## src/core/pgt_pkg.sv

```systemverilog
/*
  Package of the power-good tree and fault-mask register block: register offsets,
  field positions and reset values.
  Assumes an internal register port decoded from the serial host interface.
*/
package pgt_pkg;

  localparam logic [7:0] PGT_OFS_FAULT_MASK_B = 8'ha3;
  localparam logic [7:0] PGT_OFS_PG1_SEL_A    = 8'ha4;
  localparam logic [7:0] PGT_OFS_PG1_SEL_B    = 8'ha5;

  // Second fault-mask register fields.
  localparam int PGT_FM_RSVD_RO = 7;
  localparam int PGT_FM_RSVD6   = 6;
  localparam int PGT_FM_RSVD5   = 5;
  localparam int PGT_FM_A1      = 4;
  localparam int PGT_FM_TERM    = 3;
  localparam int PGT_FM_B2      = 2;
  localparam int PGT_FM_B1      = 1;
  localparam int PGT_FM_A3      = 0;

  // Second source-mask register fields.
  localparam int PGT_SB_CONTROL_INPUT_5   = 7;
  localparam int PGT_SB_CONTROL_INPUT_4   = 6;
  localparam int PGT_SB_CONTROL_INPUT_2   = 5;
  localparam int PGT_SB_CONTROL_INPUT_1   = 4;
  localparam int PGT_SB_TERM   = 3;
  localparam int PGT_SB_SHARED = 2;
  localparam int PGT_SB_B1     = 1;
  localparam int PGT_SB_A3     = 0;

  // Reserved bits 6 and 5 reset to 0 and 1; the rail masks reset to zero here.
  localparam logic [7:0] PGT_FAULT_MASK_B_RST = 8'h20;

  // Source-mask registers hold this until the default configuration is loaded.
  localparam logic [7:0] PGT_PG1_SEL_RST = 8'h00;

  // Rail good and fault indications, one bit per rail.
  typedef struct packed {
    logic       linear_reg_a2;
    logic       load_switch_a1;
    logic [5:0] step_down_rail;
    logic       linear_reg_a1;
    logic       ddr_term_reg;
    logic       load_switch_b2;
    logic       load_switch_b1;
    logic       linear_reg_a3;
  } pgt_rails_s;

  // Register write and read port.
  typedef struct packed {
    logic       wr_en;
    logic       rd_en;
    logic [7:0] addr;
    logic [7:0] wdata;
  } pgt_reg_req_s;

endpackage : pgt_pkg

```

## src/core/pgt_tree.sv

```systemverilog
/*
  Fault-mask register B, the two source-mask registers of pg_output_1 and the
  gating logic behind them.
  Assumes the serial host interface presents decoded single-cycle register accesses,
  and that the default configuration supplies the source-mask reset values and
  the shared-rail selection.
*/
`timescale 1ns/1ps

module pgt_tree
  import pgt_pkg::*;
(
  input  wire logic         clock,
  input  wire logic         arst_n,
  input  wire pgt_reg_req_s reg_req,
  output logic        [7:0] reg_rdata,
  output logic              reg_rvalid,
  input  wire logic   [7:0] cfg_sel_a_default,
  input  wire logic   [7:0] cfg_sel_b_default,
  input  wire logic         cfg_shared_is_a1,
  input  wire pgt_rails_s   rail_good,
  input  wire pgt_rails_s   rail_fault,
  input  wire logic   [3:0] control_input,
  output logic              pg_output_1,
  output logic              shutdown_req
);

  logic       rst_meta_reg;
  logic       rst_sync_reg;
  logic       rst_n;
  logic       load_default_reg;
  logic [7:0] fault_shutdown_mask_b_reg;
  logic [7:0] pg1_rail_select_a_reg;
  logic [7:0] pg1_rail_select_b_reg;
  logic       shared_good;
  logic       shared_fault;
  logic [7:0] terms_a;
  logic [7:0] terms_b;
  logic [7:0] fault_b;
  logic       pg_next;
  logic       shutdown_next;

  always_ff @(posedge clock or negedge arst_n) begin
    if (!arst_n) begin
      rst_meta_reg <= 1'b0;
      rst_sync_reg <= 1'b0;
    end else begin
      rst_meta_reg <= 1'b1;
      rst_sync_reg <= rst_meta_reg;
    end
  end
  assign rst_n = rst_sync_reg;

  // The defaults are sampled by a clocked load in the first cycle after release.
  always_ff @(posedge clock or negedge rst_n) begin
    if (!rst_n) begin
      load_default_reg <= 1'b1;
    end else begin
      load_default_reg <= 1'b0;
    end
  end

  always_ff @(posedge clock or negedge rst_n) begin
    if (!rst_n) begin
      fault_shutdown_mask_b_reg <= PGT_FAULT_MASK_B_RST;
    end else if (reg_req.wr_en && reg_req.addr == PGT_OFS_FAULT_MASK_B) begin
      fault_shutdown_mask_b_reg <= {1'b0, reg_req.wdata[6:0]};
    end
  end

  always_ff @(posedge clock or negedge rst_n) begin
    if (!rst_n) begin
      pg1_rail_select_a_reg <= PGT_PG1_SEL_RST;
    end else if (load_default_reg) begin
      pg1_rail_select_a_reg <= cfg_sel_a_default;
    end else if (reg_req.wr_en && reg_req.addr == PGT_OFS_PG1_SEL_A) begin
      pg1_rail_select_a_reg <= reg_req.wdata;
    end
  end

  always_ff @(posedge clock or negedge rst_n) begin
    if (!rst_n) begin
      pg1_rail_select_b_reg <= PGT_PG1_SEL_RST;
    end else if (load_default_reg) begin
      pg1_rail_select_b_reg <= cfg_sel_b_default;
    end else if (reg_req.wr_en && reg_req.addr == PGT_OFS_PG1_SEL_B) begin
      pg1_rail_select_b_reg <= reg_req.wdata;
    end
  end

  // Reads answer in the next cycle; unmapped offsets read zero.
  always_ff @(posedge clock or negedge rst_n) begin
    if (!rst_n) begin
      reg_rdata  <= 8'h00;
      reg_rvalid <= 1'b0;
    end else begin
      reg_rvalid <= reg_req.rd_en;
      if (!reg_req.rd_en) begin
        reg_rdata <= 8'h00;
      end else if (reg_req.addr == PGT_OFS_FAULT_MASK_B) begin
        reg_rdata <= fault_shutdown_mask_b_reg;
      end else if (reg_req.addr == PGT_OFS_PG1_SEL_A) begin
        reg_rdata <= pg1_rail_select_a_reg;
      end else if (reg_req.addr == PGT_OFS_PG1_SEL_B) begin
        reg_rdata <= pg1_rail_select_b_reg;
      end else begin
        reg_rdata <= 8'h00;
      end
    end
  end

  assign shared_good  = cfg_shared_is_a1 ? rail_good.linear_reg_a1
                                         : rail_good.load_switch_b2;
  assign shared_fault = cfg_shared_is_a1 ? rail_fault.linear_reg_a1
                                         : rail_fault.load_switch_b2;

  // A masked source forces its term true so it cannot pull the tree low.
  assign terms_a = {rail_good.linear_reg_a2, rail_good.load_switch_a1,
                    rail_good.step_down_rail} | pg1_rail_select_a_reg;
  assign terms_b = {control_input[3], control_input[2], control_input[1],
                    control_input[0], rail_good.ddr_term_reg, shared_good,
                    rail_good.load_switch_b1, rail_good.linear_reg_a3}
                   | pg1_rail_select_b_reg;
  assign pg_next = &{terms_a, terms_b};

  assign fault_b = {3'b000, rail_fault.linear_reg_a1, rail_fault.ddr_term_reg,
                    rail_fault.load_switch_b2, rail_fault.load_switch_b1,
                    rail_fault.linear_reg_a3};
  assign shutdown_next = |(fault_b[4:0] & ~fault_shutdown_mask_b_reg[4:0]);

  always_ff @(posedge clock or negedge rst_n) begin
    if (!rst_n) begin
      pg_output_1 <= 1'b0;
    end else begin
      pg_output_1 <= pg_next;
    end
  end

  always_ff @(posedge clock or negedge rst_n) begin
    if (!rst_n) begin
      shutdown_req <= 1'b0;
    end else begin
      shutdown_req <= shutdown_next;
    end
  end
endmodule : pgt_tree

```

## config.mk

```make
export PLATFORM = sky130hd
export DESIGN_NAME = pgt_tree
export DESIGN_NICKNAME = d
export VERILOG_FILES = /design/src/core/pgt_pkg.sv /design/src/core/pgt_tree.sv
export SDC_FILE = /design/constraint.sdc
export NUM_CORES = 1
export LEC_CHECK = 0
export ABC_AREA = 0
export BUFFER_PORTS_ARGS = -buffer_cell sky130_fd_sc_hd__buf_2
export CAP_MARGIN = 20
export CORE_MARGIN = 4
export CORE_UTILIZATION = 47
export DETAILED_ROUTE_END_ITERATION = 7
export GPL_ROUTABILITY_DRIVEN = 1
export PLACE_DENSITY = 0.78
export REMOVE_ABC_BUFFERS = 1
export SYNTH_ARGS = -nofsm -noshare
export SYNTH_HDL_FRONTEND = slang
export SYNTH_SLANG_ARGS = --single-unit
export TNS_END_PERCENT = 50
```

## constraint.sdc

```tcl
create_clock -name clock -period 1.58 [get_ports clock]
set_input_delay 0.395 -clock clock [delete_from_list [all_inputs] [get_ports clock]]
set_output_delay 0.395 -clock clock [all_outputs]
set_load 0.1 [all_outputs]
```

* After elaboration in Yosys (flattened, before gate mapping) *
Cells that the tools add are included.
W data, S select, Z words.

operators by class
  reductions and logical operators = 7
  bitwise operators = 4
  equal/unequal tests = 3
  muxes and demuxes = 9

operators by type and width
  operator              number
  $mux W8               8
  $eq A8 B8 Y1 const B  3
  $or A8 B8 Y8          2
  $reduce_and A16 Y1    1
  $and A5 B5 Y5         1
  $not A5 Y5            1
  $reduce_or A5 Y1      1
  $reduce_bool A2 Y1    2
  $logic_and A1 B1 Y1   3
  $mux W1               1

storage, ports and cells
  input bits = 67
  logic and storage cells = 33
  output and inout bits = 11
  register bits = 37

* Longest topological paths before layout *
  depth after elaboration = 5
  depth in mapped cells = 5
  mapped depth without buffers = 3

* Worst setup path after synthesis *
Ideal clock, no wire load.

  path kind = input port to flip-flop
  start = input port reg_req[14] (netlist name)
  end = register fault_shutdown_mask_b_reg[0]
  slack = -0.045 ns
  required time = 1.455 ns
  cell stages on the path = 5
  library setup time = 0.125 ns
  arrival = 1.500 ns
  buffers on the path = 2
  cells stage by stage = nand4bb_1 > buf_2 > or3_1 > buf_6 > mux2_4

on the way
  word-level cells in the longest chain between the ends = 2

RTL lines
  what                    RTL line        RTL
  start: declaration      pgt_tree.sv:15  input wire pgt_reg_req_s reg_req,
  $eq A8 B8 Y1            pgt_tree.sv:66  end else if (reg_req.wr_en && reg_req.addr == PGT_OFS_FAULT_MASK_B) begin
  $logic_and A1 B1 Y1     pgt_tree.sv:66
  end signal: assignment  pgt_tree.sv:67  fault_shutdown_mask_b_reg <= {1'b0, reg_req.wdata[6:0]};
  end: declaration        pgt_tree.sv:32  logic [7:0] fault_shutdown_mask_b_reg;

Every way passes these cells.
A chain may end at the register's enable or synchronous reset.

* Worst setup path after layout *
  start = input port reg_req[10] (netlist name)
  end = register pg1_rail_select_a_reg[0]

on the way
  word-level cells in the longest chain between the ends = 3

RTL lines
  what                          RTL line        RTL
  $eq A8 B8 Y1                  pgt_tree.sv:76  end else if (reg_req.wr_en && reg_req.addr == PGT_OFS_PG1_SEL_A) begin
  $logic_and A1 B1 Y1           pgt_tree.sv:76
  $reduce_bool A2 Y1 (no line)  --
  end signal: assignment        pgt_tree.sv:75  pg1_rail_select_a_reg <= cfg_sel_a_default;
  end signal: assignment        pgt_tree.sv:77  pg1_rail_select_a_reg <= reg_req.wdata;
  end: declaration              pgt_tree.sv:33  logic [7:0] pg1_rail_select_a_reg;

Every way passes these cells.

==> flow_summary.json <==
{
  "initial_core_util": 0.498,
  "yosys.area_share.simple": 0.189,
  "core_area_um2": 3740,
  "first_pass_grt_wire_length_um": 7720,
  "setup.worst_path.end_class": "register",
  "clk-insertion-delay-late_ns": 0.29,
  "final.setup_skew_ns": 0.00165,
  "synth_top_flop_cell": "sky130_fd_sc_hd__dfrtp_1",
  "internal-power_w": 0.00170,
  "final_global_route_overflow_total": 0,
  "cts_num_sinks": 37,
  "floorplan.rows": 22,
  "synth_top_cells_by_count": "sky130_fd_sc_hd__dfrtp_1, sky130_fd_sc_hd__nand2_1, sky130_fd_sc_hd__mux2_2",
  "gpl.final_weighted_congestion": 0.881,
  "synth_cells": 176,
  "synth_xor_xnor_area_share": 0,
  "seqPwrFrac": 0.482,
  "grt_util_all_layers": 0.199,
  "half_perimeter_wire_length_after_detailed_placement_um": 3660,
  "fin_crit_sh": 0.938,
  "synth_fa_ha_area_frac": 0,
  "post-layout-total-power_w": 0.00223,
  "timing.reg2reg.setup_slack_ns": 0.18,
  "peakVddDrop_mv": 0.867,
  "critPathSlowestCell": "sky130_fd_sc_hd__a31oi_2",
  "buffer_ports.inserted": 69,
  "async_reset_ff_frac": 1.00,
  "worst_setup_path_startpoint": "reg_req[10]",
  "report.final.setup_viol": 0,
  "rr_startpoint": "load_default_reg",
  "max_slew_margin": 0.630,
  "dr.pass1.iters": 4,
  "setup_tns_ns": 0,
  "number_of_synthesized_register_bits": 37,
  "result_of_the_run": "finished clean",
  "ys_types": 33,
  "synth_sequential_area_ratio": 0.498,
  "r2r-end": "pg1_rail_select_a_reg[0]",
  "comb_power_share": 0.147,
  "fmax_ghz": 0.675,
  "postCtsSetupRepairBufs": 0,
  "synth_compound_gate_area_share": 0.113,
  "first_global_vias": 1652,
  "critical_path.startpoint_type": "primary input",
  "grt_max_degree": 36,
  "max-cap-violations": 0,
  "instances_no_fill": 303,
  "clockRootBuffer": "sky130_fd_sc_hd__clkbuf_8",
  "total_switching_power_w": 0.000528,
  "htree_num_levels": 2,
  "synthDominantCellAreaShare": 0.470,
  "hold_viol_final": 0,
  "finalWorstPathRequiredPeriod_ns": 1.48,
  "nNetsFinal": 321,
  "drive_gt1_frac": 0.463,
  "switching_share": 0.237,
  "p_per_area_nw_per_um2": 906,
  "floorplan.die_area_um2": 5040,
  "p_leak_nw": 1.23,
  "wirelength_um": 4720,
  "cp_data_arrival_time_ns": 1.66,
  "cp.required_ns": 1.76,
  "drcViolationCount": 0,
  "fp.dieW_um": 71.0,
  "io-pin-count": 78,
  "syn-cell-area_um2": 1860,
  "crit_path_cell_trace": "buf_2 -> nor4b_1 -> buf_4 -> a31oi_2 -> mux2_2",
  "max_stage_delay_ns": 0.49,
  "antenna_violations_before_repair": 0,
  "antennaDiodeCount": 0,
  "final_util": 0.658,
  "clock_tree.buffer_depth": 2,
  "setup.worst_path.end": "pg1_rail_select_a_reg[0]",
  "finalMaxSlewViolations": 0,
  "worstPathMaxFanout": 8,
  "number_of_synthesized_flops_with_an_enable_pin": 0,
  "drt.antenna.violating_nets": 0,
  "via_count": 1595,
  "timing.reg2reg.worst_path_depth": 2,
  "cts_tree": "yes",
  "cts_buffers": 5,
  "worst_setup_hold_path_clk_slew_ns": 0.07,
  "timing_worst_slew_pin_value_ns": 0.553,
  "ys_warn_count": 0,
  "die_y_um": 71.0,
  "clock_share_of_power": 0.371,
  "avgViaCountPerCell": 5.26,
  "synth_largest_area_cell": "sky130_fd_sc_hd__dfrtp_1",
  "post_synth_main_area_contributors": "sky130_fd_sc_hd__dfrtp_1, sky130_fd_sc_hd__mux2_2, sky130_fd_sc_hd__nand2_1",
  "critical_path_class": "in2reg",
  "postSynthAreaPerCell_um2": 10.6,
  "detailedRoute.firstIterationViolations": 79,
  "synth_most_common_cell": "sky130_fd_sc_hd__dfrtp_1",
  "dpl.cell_count": 294,
  "post_synth_mux_area_share": 0.153,
  "main_combinational_cell_family_by_area_after_synthesis": "simple AND/OR/NAND/NOR gates",
  "min-delay-path-class": "reg2async",
  "average_wire_per_standard_cell_um": 15.6,
  "layout_area_growth_over_synthesis_pct": 32.1,
  "rsz0062_at_grt": "false"
}
## cell type report
class / instances / area, µm²
well taps: 48 / 60.1
repair buffers: 83 / 465
inverters: 6 / 22.5
flip-flops and latches: 37 / 928
multi-input cells: 121 / 870
clock inverters: 1 / 30.0
fillers: 312 / 1280
clock buffers: 7 / 86.3
## through the flow
step | setup WS (ns) | hold slack [ns] | instance area (µm²)
after floorplan | -1.41 | 0.0994 | 1810
after global placement | -0.216 | 0.180 | 2340
after detailed placement | -0.222 | 0.181 | 2340
after CTS | 0.0858 | 0.286 | 2460
after global routing | 0.0313 | 0.314 | 2460
final | 0.0975 | 0.271 | 2460
## per-layer routing
layer  wire length (µm)  share of wire  GRT usage
met1               2000           0.42      0.243
met2               2230           0.47      0.329
met5                  0              0          0
met4                 91          0.019     0.0731
met3                399          0.085     0.0668
## logic make-up (layout without fill, tap and decap cells)
kind of cell | count (synthesis) | in the layout
simple gates | 68 | 68
mux | 23 | 23
compound gates | 28 | 28
buf+inv | 18 | 97
flops | 37 | 37
other cells | 2 | 2
## power groups by stage
stage / Clock (W) / Sequential (W) / Combinational (W)
after floorplan: 0 / 0.00111 / 0.000146
after global placement: 0 / 0.00109 / 0.000317
after detailed placement: 0 / 0.00109 / 0.000327
after CTS: 0.000847 / 0.00107 / 0.000332
after global routing: 0.000887 / 0.00108 / 0.000363
final: 0.000827 / 0.00108 / 0.000328
## how the worst min path moves through the flow
| stage | startpoint | to | slack [ns] | cells past startpoint |
|---|---|---|---|---|
| 2_1_floorplan | arst_n | rst_meta_reg | 0.1 | 0 |
| 3_3_place_gp | arst_n | rst_n | 0.18 | 1 |
| 3_5_place_dp | arst_n | rst_n | 0.18 | 1 |
| 4_1_cts | rst_n | fault_shutdown_mask_b_reg[0] | 0.29 | 1 |
| 5_1_grt | reg_req[16] | reg_rvalid | 0.31 | 1 |
| 6_report | rst_n | fault_shutdown_mask_b_reg[0] | 0.27 | 1 |
## what timing repair did
| action | 4_1_cts | 5_1_grt |
|---|---|---|
| gates resized for setup | 0 | 0 |
| hold buffers | 1 | 0 |
| endpoints found under the hold margin | 2 | 0 |
## worst max-delay path, delay by kind of cell
kind                   cells  cell delay (ns)
AOI/OAI and AO/OA          1             0.49
and+or+nand+nor            1             0.13
muxes                      1             0.40
buffers and inverters      2             0.25
## layout by cell type, fill, tap and decap left out, types with 2 or more instances in the layout
cell type,Yosys,final
sky130_fd_sc_hd__dfrtp_1,35,35
sky130_fd_sc_hd__nand4b_1,2,2
sky130_fd_sc_hd__nand2_1,32,32
sky130_fd_sc_hd__nand3_1,14,14
sky130_fd_sc_hd__o31ai_1,7,7
sky130_fd_sc_hd__o22ai_1,7,7
sky130_fd_sc_hd__mux2_4,7,7
sky130_fd_sc_hd__buf_2,5,69
sky130_fd_sc_hd__nand2b_1,8,8
sky130_fd_sc_hd__buf_4,0,12
sky130_fd_sc_hd__a31oi_1,7,7
sky130_fd_sc_hd__dfstp_2,2,2
sky130_fd_sc_hd__or4_1,2,2
sky130_fd_sc_hd__nand4bb_1,2,2
sky130_fd_sc_hd__inv_1,6,6
sky130_fd_sc_hd__mux2_2,16,16
sky130_fd_sc_hd__clkbuf_8,0,6
sky130_fd_sc_hd__conb_1,2,2
(Power assumes the default switching activity.)
